## config.mk

```make
export PLATFORM = sky130hd
export DESIGN_NAME = ace_control_egress
export DESIGN_NICKNAME = d
export VERILOG_FILES = /design/src/hdl/ace_pkg.sv /design/src/hdl/ace_control_egress.sv /design/src/hdl/ace_vec_mask.sv
export VERILOG_INCLUDE_DIRS = /design/src /design/src/hdl
export SDC_FILE = /design/constraint.sdc
export NUM_CORES = 1
export LEC_CHECK = 0
export ABC_AREA = 0
export BUFFER_PORTS_ARGS = -buffer_cell sky130_fd_sc_hd__buf_2
export CAP_MARGIN = 20
export CORE_ASPECT_RATIO = 0.8
export CORE_MARGIN = 3
export CORE_UTILIZATION = 50
export CTS_BUF_LIST = sky130_fd_sc_hd__clkbuf_8 sky130_fd_sc_hd__clkbuf_16
export CTS_CLUSTER_SIZE = 10
export DETAILED_ROUTE_END_ITERATION = 7
export PLACE_DENSITY = 0.92
export SLEW_MARGIN = 0
export SYNTH_ARGS = -nofsm -noshare
export SYNTH_HDL_FRONTEND = slang
export SYNTH_HIERARCHICAL = 1
export SYNTH_SLANG_ARGS = --single-unit
```

## constraint.sdc

```tcl
create_clock -name core_clk -period 2.2 [get_ports core_clk]
set_input_delay 0.11 -clock core_clk [delete_from_list [all_inputs] [get_ports core_clk]]
set_output_delay 0.11 -clock core_clk [all_outputs]
set_load 0.005 [all_outputs]
```

## src/hdl/ace_consts.svh

```systemverilog
// Purpose: offsets, field positions and reset values of the port isolation register bank
// Assumes: 16-bit registers reached at their printed offsets over a plain port
// Notes: definitions only
`ifndef ACE_CONSTS_SVH
`define ACE_CONSTS_SVH

`define ACE_ADDR_W 12
`define ACE_DATA_W 16
`define ACE_OFF_CTRL 12'h326
`define ACE_OFF_VEC 12'h328
`define ACE_CTRL_RST 16'h0000
`define ACE_VEC_RST 16'h0000
`define ACE_CTRL_MASK 16'h007F
`define ACE_BIT_SRC_VAL 0
`define ACE_BIT_XLAT_BLK 1
`define ACE_BIT_REQ_REDIR 2
`define ACE_BIT_CPL_REDIR 3
`define ACE_BIT_UP_FWD 4
`define ACE_BIT_EGR_CTL 5
`define ACE_BIT_DIR_XLAT 6
`define ACE_NUM_PORTS 16
`define ACE_PORT_W 4
`define ACE_VEC_SIZE 8'h10

`endif

```

## src/hdl/ace_pkg.sv

```systemverilog
// Purpose: types shared by the port isolation register bank
// Assumes: constants come from ace_consts.svh
// Notes: none
`include "ace_consts.svh"

package ace_pkg;

    // one request offered to the egress check
    typedef struct packed {
        logic valid;
        logic p2p;
        logic is_cpl;
        logic translated;
        logic src_ok;
        logic [`ACE_PORT_W-1:0] dest;
    } ace_req_t;

    // routing verdict
    typedef struct packed {
        logic valid;
        logic forward;
        logic redirect;
        logic block;
    } ace_verdict_t;

    typedef enum logic [1:0] {
        ACE_ROUTE_FORWARD,
        ACE_ROUTE_REDIRECT,
        ACE_ROUTE_BLOCK
    } ace_route_t;

endpackage : ace_pkg

```

## src/hdl/ace_control_egress.sv

```systemverilog
// Purpose: port isolation control and egress block vector registers with routing verdict
// Assumes: one clock, plain register port, read data one cycle after the read strobe
// Notes: the forwarding datapath itself stays outside; this block only decides
//
// Operation
// - bit 0 turns on source identity checking of received requests
// - bit 1 blocks requests that carry translated addresses
// - bit 2 redirects peer-to-peer requests upstream
// - bit 3 redirects peer-to-peer completions upstream
// - bit 4 turns on upstream forwarding of received traffic
// - bit 5 turns on egress control using the vector
// - bit 6 applies direct translated peer-to-peer control to translated requests
// - control bits reset to zero; read-only upstream, writable downstream while clk_en is high
// - vector affects routing only while egress control is enabled
// - vector bit index equals switch port number
// - peer-to-peer request to a port whose vector bit is one is blocked, or redirected unless bit 6 forwards a translated one
// - vector bit of the owning port reads zero, ignores writes
// - merged even port: bits N and N plus one read zero
// - capability reports a vector size of sixteen ports downstream
//
// The strobed register port was chosen for this implementation.
`timescale 1ns/1ps
`include "ace_consts.svh"

module ace_control_egress (
    // clock and reset
    input wire logic core_clk,
    input wire logic resetn,
    input wire logic clk_en,
    // port identity straps, same clock domain
    input wire logic upstream_port,
    input wire logic merged_mode,
    input wire logic [`ACE_PORT_W-1:0] port_num,
    // register port
    input wire logic [`ACE_ADDR_W-1:0] reg_addr,
    input wire logic [`ACE_DATA_W-1:0] reg_wdata,
    input wire logic reg_wr,
    input wire logic reg_rd,
    output logic [`ACE_DATA_W-1:0] reg_rdata,
    // request to be judged
    input wire ace_pkg::ace_req_t req_in,
    // routing verdict, one cycle after the request
    output ace_pkg::ace_verdict_t verdict,
    // enables and vector size seen by the datapath
    output logic src_val_en,
    output logic up_fwd_en,
    output logic [7:0] vec_size
);
    import ace_pkg::*;

    ////////////////////////////////////////////////////////////////////////
    // registers

    logic [`ACE_DATA_W-1:0] ctrl_r;
    logic [`ACE_DATA_W-1:0] ctrl_nxt;
    logic [`ACE_NUM_PORTS-1:0] vec_r;
    logic [`ACE_NUM_PORTS-1:0] vec_nxt;
    logic [`ACE_DATA_W-1:0] rdata_r;
    logic [`ACE_DATA_W-1:0] rdata_nxt;
    ace_verdict_t verdict_r;
    ace_verdict_t verdict_nxt;

    ////////////////////////////////////////////////////////////////////////
    // address decode

    wire hit_ctrl = (reg_addr == `ACE_OFF_CTRL);
    wire hit_vec = (reg_addr == `ACE_OFF_VEC);
    wire wr_ctrl = reg_wr && hit_ctrl && !upstream_port;
    wire wr_vec = reg_wr && hit_vec;

    ////////////////////////////////////////////////////////////////////////
    // writable vector bits

    logic [`ACE_NUM_PORTS-1:0] vec_wr_mask;

    ace_vec_mask u_vec_mask (
        .port_num(port_num),
        .merged_mode(merged_mode),
        .upstream_port(upstream_port),
        .wr_mask(vec_wr_mask)
    );

    // writes keep only the seven enables; reserved bits never store
    assign ctrl_nxt = wr_ctrl ? (reg_wdata & `ACE_CTRL_MASK) : ctrl_r;
    // hardwired bits are also masked on read so a late merged-mode change cannot expose stale ones
    wire [`ACE_NUM_PORTS-1:0] vec_view = vec_r & vec_wr_mask;
    assign vec_nxt = wr_vec ? (reg_wdata & vec_wr_mask) : vec_r;

    ////////////////////////////////////////////////////////////////////////
    // read path, unmapped offsets read zero

    wire [`ACE_DATA_W-1:0] ctrl_view = upstream_port ? `ACE_CTRL_RST : ctrl_r;
    assign rdata_nxt = !reg_rd ? '0 :
                       hit_ctrl ? ctrl_view :
                       hit_vec ? vec_view : '0;

    ////////////////////////////////////////////////////////////////////////
    // enable decode

    wire en_src = ctrl_view[`ACE_BIT_SRC_VAL];
    wire en_xblk = ctrl_view[`ACE_BIT_XLAT_BLK];
    wire en_rqr = ctrl_view[`ACE_BIT_REQ_REDIR];
    wire en_cpr = ctrl_view[`ACE_BIT_CPL_REDIR];
    wire en_ufw = ctrl_view[`ACE_BIT_UP_FWD];
    wire en_egr = ctrl_view[`ACE_BIT_EGR_CTL];
    wire en_dtp = ctrl_view[`ACE_BIT_DIR_XLAT];

    assign src_val_en = en_src;
    assign up_fwd_en = en_ufw;
    assign vec_size = upstream_port ? 8'h00 : `ACE_VEC_SIZE;

    ////////////////////////////////////////////////////////////////////////
    // routing verdict; priority: block, then redirect, then forward

    wire src_fail = en_src && !req_in.src_ok;
    wire xlat_fail = en_xblk && req_in.translated;
    wire egr_hit = en_egr && req_in.p2p && vec_view[req_in.dest];
    // a translated request with direct translated control bypasses redirect
    wire dtp_bypass = en_dtp && req_in.translated && !req_in.is_cpl;
    wire req_redir = en_rqr && req_in.p2p && !req_in.is_cpl;
    wire cpl_redir = en_cpr && req_in.p2p && req_in.is_cpl;
    // egress hit redirects when request redirect is on, otherwise blocks
    wire egr_redir = egr_hit && en_rqr;
    wire egr_block = egr_hit && !en_rqr;

    ace_route_t route;
    assign route = (src_fail || xlat_fail || egr_block) ? ACE_ROUTE_BLOCK :
                   (((req_redir || egr_redir) && !dtp_bypass) || cpl_redir) ? ACE_ROUTE_REDIRECT :
                   ACE_ROUTE_FORWARD;

    assign verdict_nxt.valid = req_in.valid;
    assign verdict_nxt.forward = req_in.valid && (route == ACE_ROUTE_FORWARD);
    assign verdict_nxt.redirect = req_in.valid && (route == ACE_ROUTE_REDIRECT);
    assign verdict_nxt.block = req_in.valid && (route == ACE_ROUTE_BLOCK);

    ////////////////////////////////////////////////////////////////////////
    // state, frozen while clk_en is low

    always_ff @(posedge core_clk or negedge resetn) begin
        if (!resetn) begin
            ctrl_r <= `ACE_CTRL_RST;
            vec_r <= `ACE_VEC_RST;
            rdata_r <= '0;
            verdict_r <= '0;
        end else if (clk_en) begin
            ctrl_r <= ctrl_nxt;
            vec_r <= vec_nxt;
            rdata_r <= rdata_nxt;
            verdict_r <= verdict_nxt;
        end
    end

    assign reg_rdata = rdata_r;
    assign verdict = verdict_r;

endmodule : ace_control_egress

```

## src/hdl/ace_vec_mask.sv

```systemverilog
// Purpose: per-bit writable mask of the egress block vector
// Assumes: port number and merged mode are stable, same clock domain
// Notes: one generate loop, one bit per switch port
`timescale 1ns/1ps
`include "ace_consts.svh"

module ace_vec_mask (
    // port identity
    input wire logic [`ACE_PORT_W-1:0] port_num,
    input wire logic merged_mode,
    input wire logic upstream_port,
    // writable bits of the vector
    output logic [`ACE_NUM_PORTS-1:0] wr_mask
);
    import ace_pkg::*;

    ////////////////////////////////////////////////////////////////////////
    // a bit is hardwired zero at its own port, at N plus one of an even port N in merged mode, and everywhere upstream
    genvar g;
    generate
        for (g = 0; g < `ACE_NUM_PORTS; g++) begin : g_bit
            // a genvar cannot be part-selected, so it is sized by a cast to the port number width
            wire own_bit = (port_num == `ACE_PORT_W'(g));
            wire pair_bit = merged_mode && !port_num[0] &&
                            (port_num + 4'h1 == `ACE_PORT_W'(g));
            assign wr_mask[g] = !upstream_port && !own_bit && !pair_bit;
        end
    endgenerate

endmodule : ace_vec_mask

```

# Word level (Yosys, flattened, before mapping)
# Index checks and enable logic that the tools add are counted.
# op_classes
addsub,1
magnitude_cmp,1
eq_ne,34
n_mux,9
n_bitwise,2
n_reduce_logical,115
# op_table
operator,count
$logic_and A1 B1 Y1,68
$eq A4 B4 Y1 const B,16
$mux W16,3
$logic_not A1 Y1,38
$and A16 B16 Y16,2
$eq A4 B3 Y1 const B,8
$eq A12 B10 Y1 const B,2
$eq A4 B2 Y1 const B,4
$eq A4 B1 Y1 const B,2
$logic_not A4 Y1,2
$mux W7,1
$lt A4 B5 Y1 const B,1
$mux W5,1
$add A4 B1 Y4 const B,1
$bmux W1 S4,1
$logic_or A1 B1 Y1,4
$reduce_and A2 Y1,2
$eq A2 B1 Y1 const B,1
$eq A2 B2 Y1 const B,1
$logic_not A2 Y1,1
$mux W1,2
$mux W2,1
# word_totals
ff_bits,43
inputBits,48
out_inout_bits,30
word_cells,169

# Depth between registers and ports, before layout
# Gate-level depths: netlist (run 1).
# depth
depth_word,17
mapped_depth,8
ltp_nobuf,8

# Modules after synthesis
# Netlist (run 1), hierarchy kept.
# by_module_without_submodules
mod,n_inst,cells_per_inst,area_each_um2,seq_area_each_um2
ace_control_egress,1,229,2109.5,1076.0
ace_vec_mask,1,24,138.9,0.0

# Worst setup path before layout (run 1)
# OpenSTA, ideal clock, no wires.
# synth_path
path_kind,input -> register
from,in port_num[0]
to,"reg verdict_r, in the netlist verdict[1]"
setup_ps,120
arrival_ps,1974
required_ps,2080
slack_ps,106
cell_stages,8
path_buffers,0
path_cell_list,o21ba_2 -> a21oi_1 -> nand2_1 -> mux4_2 -> and3b_1 -> a211o_1 -> o32a_1 -> a41o_1
# synth_between
elab_chain_cells,17
elab_cells_between_ends,129
classes_between,add/sub (1); eq/ne (31); mux (4); bitwise (1); reduce/logical (92)
# synth_rtl
item,line,rtl
start: declaration,ace_control_egress.sv:33,"input wire logic [`ACE_PORT_W-1:0] port_num,"
$add A4 B1 Y4 / $logic_not A1 Y1 (equally long branches),"ace_vec_mask.sv:25, ace_vec_mask.sv:24",
$eq A4 B3 Y1 / $logic_and A1 B1 Y1 (equally long branches),"ace_vec_mask.sv:25, ace_vec_mask.sv:24",
$logic_and A1 B1 Y1,ace_vec_mask.sv:24,wire pair_bit = merged_mode && !port_num[0] &&
$logic_not A1 Y1,ace_vec_mask.sv:26,assign wr_mask[g] = !upstream_port && !own_bit && !pair_bit;
$logic_and A1 B1 Y1 (*),ace_vec_mask.sv:26,
net vec_wr_mask[5],ace_control_egress.sv:74,logic [`ACE_NUM_PORTS-1:0] vec_wr_mask;
$and A16 B16 Y16 (*),ace_control_egress.sv:86,wire [`ACE_NUM_PORTS-1:0] vec_view = vec_r & vec_wr_mask;
$bmux W1 S4 (*),ace_control_egress.sv:117,wire egr_hit = en_egr && req_in.p2p && vec_view[req_in.dest];
(+2 left out),n/a,
$logic_and A1 B1 Y1,ace_control_egress.sv:123,wire egr_redir = egr_hit && en_rqr;
$logic_or A1 B1 Y1,ace_control_egress.sv:128,(((req_redir || egr_redir) && !dtp_bypass) || cpl_redir) ? ACE_ROUTE_REDIRECT :
$logic_and A1 B1 Y1,ace_control_egress.sv:128,
$logic_or A1 B1 Y1,ace_control_egress.sv:128,
$mux W1,ace_control_egress.sv:128,
$mux W2 (*),ace_control_egress.sv:127,assign route = (src_fail || xlat_fail || egr_block) ? ACE_ROUTE_BLOCK :
$eq A2 B1 Y1 (*),ace_control_egress.sv:133,assign verdict_nxt.redirect = req_in.valid && (route == ACE_ROUTE_REDIRECT);
$logic_and A1 B1 Y1 (*),ace_control_egress.sv:133,
end signal: assignment,ace_control_egress.sv:149,verdict_r <= verdict_nxt;
end: declaration,ace_control_egress.sv:60,ace_verdict_t verdict_r;
# Mark *: on every way through the listed nets, which the timed path passes. The rest lies on a longest branch. The select of a mux whose other input is x is not followed.
# A chain may end at the register's enable or synchronous reset.

# Final worst setup path (run 1)
# Ends and elaborated chain as after synthesis.

==> results of run 1 <==
[metal layers]
layer	vias up	global-route usage, %	part of all wire (%)
met5	-	0	0
met1	1059	34.0	43
met4	0	7.59	1.7
li1	1059	-	-
met3	17	5.99	9.6
met2	122	37.3	45
[cells by family (layout without fill, tap and decap cells)]
kind of cell           after synthesis  count (layout)  synth area share [%]
muxes                                8               8                  5.18
other                                1               7                 0.167
AOI/OAI and AO/OA                   75              75                  21.1
and+or+nand+nor                     85              85                  17.1
DFF                                 43              43                  47.9
buffers and inverters               41             129                  8.57
[power by group]
part / leakage [nW] / switching (mW) / total, mW / internal (mW)
Clock: 0.0505 / 0.260 / 0.474 / 0.214
Sequential: 0.592 / 0.00267 / 0.797 / 0.794
Combinational: 0.769 / 0.105 / 0.190 / 0.0846
Total: 1.41 / 0.368 / 1.46 / 1.09
[cell usage after synthesis, types with 2 or more instances]
| master | instances | area (µm²) |
|---|---|---|
| o22ai_1 | 17 | 106 |
| nor3b_1 | 2 | 15.0 |
| a31oi_1 | 5 | 31.3 |
| o21ai_0 | 20 | 100 |
| nor3_1 | 3 | 15.0 |
| nand2_1 | 55 | 206 |
| a32oi_1 | 6 | 52.6 |
| o311ai_0 | 2 | 17.5 |
| nor2_1 | 8 | 30.0 |
| dfrtp_1 | 43 | 1080 |
| buf_4 | 8 | 60.1 |
| nor2b_1 | 4 | 25.0 |
| clkbuf_1 | 7 | 26.3 |
| mux2_2 | 6 | 67.6 |
| inv_1 | 24 | 90.1 |
| nor2b_2 | 2 | 17.5 |
| nand3_1 | 4 | 20.0 |
| a211o_1 | 2 | 17.5 |
| a21oi_1 | 13 | 65.1 |
[worst paths after layout]
path	from	to	slack, ns	cells after the start
max in group asynchronous	resetn	reg_rdata[12]$_DFFE_PN0P_	1.21	3
worst max register to register	vec_r[6]$_DFFE_PN0P_	verdict[1]$_DFFE_PN0P_	0.13	6
worst min register to register	vec_r[8]$_DFFE_PN0P_	vec_r[8]$_DFFE_PN0P_	0.49	2
worst min-delay path	reg_wdata[5]	ctrl_r[5]$_DFFE_PN0P_	0.04	3
min in group asynchronous	resetn	ctrl_r[0]$_DFFE_PN0P_	0.39	2
worst max-delay path	port_num[0]	verdict[1]$_DFFE_PN0P_	0.09	9
[cell type report]
class / count / area [µm²] / share of cell area (%)
Multi-Input combinational cell: 175 / 1000 / 34.8
Inverter: 24 / 90.1 / 3.13
Sequential cell: 43 / 1080 / 37.4
Clock buffer: 5 / 68.8 / 2.39
Timing Repair Buffer: 97 / 556 / 19.3
Clock inverter: 3 / 12.5 / 0.435
Tap cell: 57 / 71.3 / 2.48
[repair_timing]
action | 4_1_cts | 5_1_grt
hold buffers | 1 | 0
hold endpoints to repair | 28 | 0
setup endpoints to repair | 0 | 0
[state kept, by name (all words and copies together) (netlist names)]
register   cells
verdict        4
ctrl_r         7
vec_r         16
reg_rdata     16
[metrics by stage]
| stage | hold slack (ns) | power, mW | std cells |
|---|---|---|---|
| after floorplan | -0.186 | 0.891 | 259 |
| after global placement | 0.175 | 0.992 | 395 |
| after detailed placement | 0.186 | 0.997 | 395 |
| after CTS | 0.0448 | 1.46 | 404 |
| after global routing | 0.0486 | 1.53 | 404 |
| final | 0.0439 | 1.46 | 404 |
[worst max-delay path, stage by stage]
cell     delay [ns]
buf_2          0.12
o21ba_2        0.25
a21oi_1        0.23
nand2_1        0.09
mux4_2         0.44
and3b_1        0.18
a211o_1        0.27
o32a_1         0.36
a41o_1         0.24
==> impl_results.md, run 1 <==
* Final instance area at 2880 µm²
* Largest net degree at the start of global routing at 33
* Vias in the first global route at 2083
* Io pins at 78
* Most frequent cells in the layout: 70 x buf_2, 55 x nand2_1, 43 x dfrtp_1
* DRT iter0 DRCs at 246
* Core area at 4260 µm²
* Syn avg cell area at 8.89 µm²
* CP required at 2.39 ns
* Dominant synthesized flop cell: dfrtp_1
* Slew @ Worst Pin at 0.678 ns
* Outcome: finished clean
* Initial antenna violation count at 0
* Final Hold Violating Endpoints at 0
* Residual DRC at 0
* CP endpoint kind: register
* Seq/Total Area, Yosys at 47.9%
* F_max at 0.474 GHz
* WP data arrival at 2.30 ns
* WS Path Type: primary input to register
* Max Cap Viol at 0
* Number of CTS-inserted buffers at 5
* PostCTS Resize Cnt at 0
* Peak VDD IR at 0.000369 V
* Netlist Area Pre-Place at 2250 µm²
* Clock tree buffer depth at 2
* Cells after Synth at 253
* Placed instance area at 2790 µm²
* Placer congestion estimate at 0.954
* P&R area growth vs syn at 27.9%
* Final layout net count at 394
* CTS tree: yes
* Number of synthesized flops with an enable pin at 0
* Pre-CTS setup slack at -0.179 ns
* Die Y at 66.0 µm
* Crit-path max FO at 4
* Yosys warnings at 6
* ANT cells at 0
* Initial Util at 52.8%
* Layout fillers at 368
* Power density over cell area at 508 nW/µm²
* Lkg Pwr at 1.41 nW
* Fraction of layout cells with a size suffix above 1 at 32.6%
* Gr usage total at 24.4%
* Drt via density at 5.59
* Die area at 5340 µm²
* Fin util at 67.6%
* Rel. slew slack at 54.8%
* CP Launch Type: primary input
* H-tree depth at 2
* CTS clock-pin slew for the worst setup and hold paths at 0.08 ns
* Worst setup margin at 0.0913 ns
* CTS Sinks at 43
* HPWL after detailed placement at 4.66 mm
* Rows at 21
* Slew Limit Fails at 0
* Most common cell after layout, fill and taps aside: buf_2
* Register bit total from synthesis at 43
* Port buffer count at 70
* Die X-Extent at 81.0 µm
* Tightest Hold Check Type: primary input to register
* Final setup vio count at 0
* Clk_lat worst skew at 0.30 ns
* Unrepaired setup endpoints after global routing: no
* Post-CTS setup buffers at 0
* Initial DRT Pass Iterations at 5
* Gr ovfl total at 0
* Post-synth ARST share at 100%
* Clock Skews at 0.00660 ns
* Drt total wl at 6.06 mm
* DR WL/cell at 15.0 µm
* Final Critical Period at 2.11 ns
* Antenna Nets Post-Route at 0
* CTS Root Buffer Type: clkbuf_8
* Fin crit share at 95.8%
* First-pass GRT wire length at 9.83 mm
* Synth cell types at 41
* Vias at 2257
* Sum Neg Setup Slack at 0 ns
Note: power is estimated with default switching activity, not from simulation.
==> inputs of run 2 (changes only) <==
--- a/config.mk
+++ b/config.mk
@@ -11,11 +11,11 @@
 export CAP_MARGIN = 20
 export CORE_ASPECT_RATIO = 0.8
 export CORE_MARGIN = 3
-export CORE_UTILIZATION = 50
+export CORE_UTILIZATION = 41
 export CTS_BUF_LIST = sky130_fd_sc_hd__clkbuf_8 sky130_fd_sc_hd__clkbuf_16
 export CTS_CLUSTER_SIZE = 10
 export DETAILED_ROUTE_END_ITERATION = 7
-export PLACE_DENSITY = 0.92
+export PLACE_DENSITY_LB_ADDON = 0.05
 export SLEW_MARGIN = 0
 export SYNTH_ARGS = -nofsm -noshare
 export SYNTH_HDL_FRONTEND = slang
==> run 2 against run 1 <==
- register-to-register slack barely moved
- sequential power barely moved
- clock power rose by 7.6%
- critical path depth did not move
- cell count rose by 1.7%
- largest cell class unchanged
==> impl_results.md, run 2 (synthesized netlist as in run 1, its figures left out) <==
* Design Power at 1.49 mW
* Critical path origin: port_num[0]
* DRT iter0 DRCs at 156
* Multi-input gate area at 1000 µm²
* Tightest Hold Check Type: primary input to register
* Gr usage total at 19.4%
* CTS Sinks at 43
* Area occupied by registers at 1080 µm²
* CTS Root Buffer Type: clkbuf_8
* CP peak stage delay at 0.46 ns
* ANT cells at 0
* Fin crit share at 93.8%
* Core area at 5150 µm²
* H-tree depth at 2
* Clock tree buffer depth at 2
* F_max at 0.485 GHz
* DR WL/cell at 14.3 µm
* HPWL after detailed placement at 4.70 mm
* Port buffer count at 70
* Max Cap Viol at 0
* Lkg Pwr at 1.41 nW
* Initial antenna violation count at 0
* Most frequent cells in the layout: 70 x buf_2, 55 x nand2_1, 43 x dfrtp_1
* Final setup vio count at 0
* Residual DRC at 0
* Outcome: finished clean
* Sum Neg Setup Slack at 0 ns
* Slew Limit Fails at 0
* First-pass GRT wire length at 9.50 mm
* Clk_lat worst skew at 0.31 ns
* Die X-Extent at 88.8 µm
* Initial DRT Pass Iterations at 4
* CP endpoint kind: register
* Power density over cell area at 515 nW/µm²
* Die Y at 72.2 µm
* Final Hold Violating Endpoints at 0
* Layout fillers at 492
* CP max-delay cell: mux4_2
* Fin util at 56.4%
* Vias in the first global route at 1923
* Hold_sp: reg_wdata[5]
* Rows at 23
* CTS tree: yes
* CP Launch Type: primary input
* Drt total wl at 5.90 mm
* Peak VDD IR at 0.000328 V
* Post-CTS setup buffers at 0
* Clock Skews at 0.0121 ns
* Unrepaired setup endpoints after global routing: no
* CP cell instances: buf_2, o21ba_2, a21oi_1, nand2_1, mux4_2, and3b_1, a211o_1, o32a_1, a41o_1
* Placer congestion estimate at 0.874
* Io pins at 78
* Gr ovfl total at 0
* Fraction of layout cells with a size suffix above 1 at 33.5%
* Placed instance area at 2810 µm²
* Final layout net count at 396
* Worst R2R Start: vec_r[4]$_DFFE_PN0P_
* Crit-path max FO at 4
* Final Critical Period at 2.06 ns
* Die area at 6410 µm²
* P&R area growth vs syn at 29.2%
* CP required at 2.41 ns
* Drt via density at 5.08
* R2r setup slk at 0.14 ns
* WS Path Type: primary input to register
* PostCTS Resize Cnt at 0
* Largest net degree at the start of global routing at 33
* Vias at 2089
* Number of CTS-inserted buffers at 5
* Final instance area at 2910 µm²
* Most common cell after layout, fill and taps aside: buf_2
* Final hold slack at 0.0339 ns
* Initial Util at 43.6%
* CTS clock-pin slew for the worst setup and hold paths at 0.09 ns
* Post-CTS Hold Buffers at 1
* Antenna Nets Post-Route at 0
* WP data arrival at 2.27 ns
-- run 2: routing by layer --
metal | vias to the layer above | wire length, µm | GRT usage, %
li1 | 1061 | - | -
met1 | 968 | 3020 | 31.1
met2 | 53 | 2510 | 26.4
met3 | 7 | 308 | 3.75
met4 | 0 | 57 | 5.03
met5 | - | 0 | 0
-- run 2: worst paths after layout --
check / endpoint / cells past startpoint
hold / removal: ctrl_r[5]$_DFFE_PN0P_ / 3
hold reg to reg: vec_r[8]$_DFFE_PN0P_ / 2
setup reg to reg: verdict[1]$_DFFE_PN0P_ / 6
min in group asynchronous: reg_rdata[7]$_DFFE_PN0P_ / 2
max in group asynchronous: vec_r[7]$_DFFE_PN0P_ / 3
setup / recovery: verdict[1]$_DFFE_PN0P_ / 9
-- run 2: layout make-up --
| class | instances | area share (%) |
|---|---|---|
| clock buffers | 5 | 2.37 |
| clock inverters | 3 | 0.689 |
| inverters | 24 | 3.10 |
| multi-input cells | 175 | 34.5 |
| flip-flops and latches | 43 | 37.0 |
| well taps | 62 | 2.67 |
| repair buffers | 99 | 19.6 |
-- run 2: metrics by stage --
step                setup slack [ns]  cells
floorplan                      0.106    259
global placement             -0.0939    402
detailed placement            -0.179    402
CTS                            0.145    411
global route                  0.0597    411
finish                         0.137    411
-- run 2: report_power, final --
part	internal, mW	switching, mW	total (mW)
Sequential	0.794	0.00222	0.796
Clock	0.221	0.289	0.510
Combinational	0.0856	0.103	0.189
Total	1.10	0.394	1.49
-- run 2: worst max-delay path, delay by kind of cell --
family,cells,cell delay [ns]
buffers and inverters,1,0.12
AND/OR/NAND/NOR,2,0.27
multiplexers,1,0.46
AO/OA/AOI/OAI,5,1.32
==> inputs of run 3 (changes only) <==
--- a/config.mk
+++ b/config.mk
@@ -12,7 +12,7 @@
 export CORE_ASPECT_RATIO = 0.8
 export CORE_MARGIN = 3
 export CORE_UTILIZATION = 41
-export CTS_BUF_LIST = sky130_fd_sc_hd__clkbuf_8 sky130_fd_sc_hd__clkbuf_16
+export CTS_BUF_LIST = sky130_fd_sc_hd__clkbuf_16
 export CTS_CLUSTER_SIZE = 10
 export DETAILED_ROUTE_END_ITERATION = 7
 export PLACE_DENSITY_LB_ADDON = 0.05
==> run 3 against run 2 <==
- first-iteration DRC count fell by 19%
- flip-flop and latch count did not move
- worst setup slack got worse by 0.048 ns
- routed wire length rose by 1.0%
- sequential share of layout area fell by 0.70 points
- cell area rose by 1.9%
- critical endpoint unchanged
- largest cell class unchanged
- highest routed layer unchanged
==> impl_results.md, run 3 (synthesized netlist as in run 1, its figures left out) <==
* Clock tree buffer depth at 2
* CTS Sinks at 43
* Final layout net count at 396
* CTS tree: yes
* R2r setup slk at 0.14 ns
* Die X-Extent at 88.8 µm
* F_max at 0.474 GHz
* H-tree depth at 2
* Final cell count without fillers at 411
* CTS clock-pin slew for the worst setup and hold paths at 0.06 ns
* Crit-path max FO at 4
* HPWL after detailed placement at 4.70 mm
* Lkg Pwr at 1.44 nW
* Placer congestion estimate at 0.874
* Dpl cells at 402
* Initial Util at 43.6%
* Most common cell after layout, fill and taps aside: buf_2
* Gr usage total at 19.8%
* Tightest Hold Check Type: primary input to register
* Largest net degree at the start of global routing at 33
* Metal1 wirelength at 3.03 mm
* R2r worst-path depth at 6
* Outcome: finished clean
* WS Path Type: primary input to register
* Fraction of layout cells with a size suffix above 1 at 33.5%
* Core area at 5150 µm²
* Hold_sp: reg_wdata[5]
* Residual DRC at 0
* Area occupied by registers at 1080 µm²
* Multi-input gate area at 1000 µm²
* RR Endpoint: verdict[1]$_DFFE_PN0P_
* DRT iter0 DRCs at 127
* Rows at 23
* Die Y at 72.2 µm
* Critical path origin: port_num[0]
* Worst setup margin at 0.0899 ns
* WP data arrival at 2.29 ns
* CTS Root Buffer Type: clkbuf_16
* P&R area growth vs syn at 31.7%
* DR WL/cell at 14.5 µm
* First-pass GRT wire length at 9.58 mm
* Power density over cell area at 580 nW/µm²
* Worst R2R Start: vec_r[4]$_DFFE_PN0P_
* DR top layer: met4
* Drt total wl at 5.96 mm
* Number of CTS-inserted buffers at 5
* CP endpoint kind: register
* Clock Skews at 0.00766 ns
* Antenna Nets Post-Route at 0
* Io pins at 78
* Vias at 2087
* Layout fillers at 484
* Peak VDD IR at 0.000347 V
* Wire length on met3 at 299 µm
* Pre-CTS setup slack at -0.179 ns
* Clk_lat worst skew at 0.29 ns
* End point of the critical path: verdict[1]$_DFFE_PN0P_
* CP required at 2.38 ns
* Initial DRT Pass Iterations at 4
* Gr ovfl total at 0
* Die area at 6410 µm²
* Drt via density at 5.08
* Most frequent cells in the layout: 70 x buf_2, 55 x nand2_1, 43 x dfrtp_1
* Unrepaired setup endpoints after global routing: no
* Port buffer count at 70
* CP Launch Type: primary input
* Final Critical Period at 2.11 ns
* Final Hold Violating Endpoints at 0
* Fin crit share at 95.9%
* Final setup vio count at 0
* Met2 wire len at 2.53 mm
* ANT cells at 0
* Slew Limit Fails at 0
* Max Cap Viol at 0
* Initial antenna violation count at 0
* Vias in the first global route at 1950
## run 3: cell count changes in the layout (fill, tap and decap cells not counted)
cell / before / now
clkbuf_8: 5 / 0
clkbuf_16: 0 / 5
## run 3: power breakdown
part | internal, mW | switching [mW]
registers | 0.795 | 0.00227
clock network | 0.418 | 0.313
logic | 0.0856 | 0.104
total | 1.30 | 0.419
## run 3: per-stage QoR
step	area [µm²]	utilization [%]	power (mW)	TNS, ns	hold WS [ns]
floorplan	2270	-	0.891	0	-0.186
global placement	2810	54.5	0.999	-0.142	0.0490
detailed placement	2810	54.5	1.00	-0.300	0.0529
CTS	2960	57.5	1.73	0	0.0477
global route	2960	57.5	1.79	0	0.0742
finish	2960	57.5	1.72	0	0.0557
## run 3: layout make-up
type / instances / area share (%)
clock inverters: 3 / 0.676
well taps: 62 / 2.62
flip-flops and latches: 43 / 36.3
multi-input cells: 175 / 33.8
inverters: 24 / 3.04
repair buffers: 99 / 19.3
clock buffers: 5 / 4.22
## run 3: worst min path at each step
stage / cells past startpoint / slack [ns] / endpoint
after floorplan: 0 / -0.19 / ctrl_r[0]$_DFFE_PN0P_
after global placement: 1 / 0.05 / reg_rdata[8]$_DFFE_PN0P_
after detailed placement: 1 / 0.05 / reg_rdata[8]$_DFFE_PN0P_
after CTS: 3 / 0.05 / ctrl_r[5]$_DFFE_PN0P_
after global routing: 3 / 0.07 / vec_r[12]$_DFFE_PN0P_
final: 3 / 0.06 / ctrl_r[5]$_DFFE_PN0P_
## run 3: worst max-delay path, stage by stage
cell	delay (ns)
buf_2	0.12
o21ba_2	0.24
a21oi_1	0.23
nand2_1	0.10
mux4_2	0.45
and3b_1	0.17
a211o_1	0.27
o32a_1	0.36
a41o_1	0.24
## run 3: what timing repair did
item                                   CTS  global route
setup buffers                            0             0
hold buffers                             1             0
setup endpoints to repair                0             0
gates resized for setup                  0             0
endpoints found under the hold margin   17             0
## run 3: routing by layer
metal  track usage [%]  up-vias
met3              4.31        8
met2              26.6       51
met4              7.38        0
met5                 0        -
li1                  -     1065
met1              30.7      963
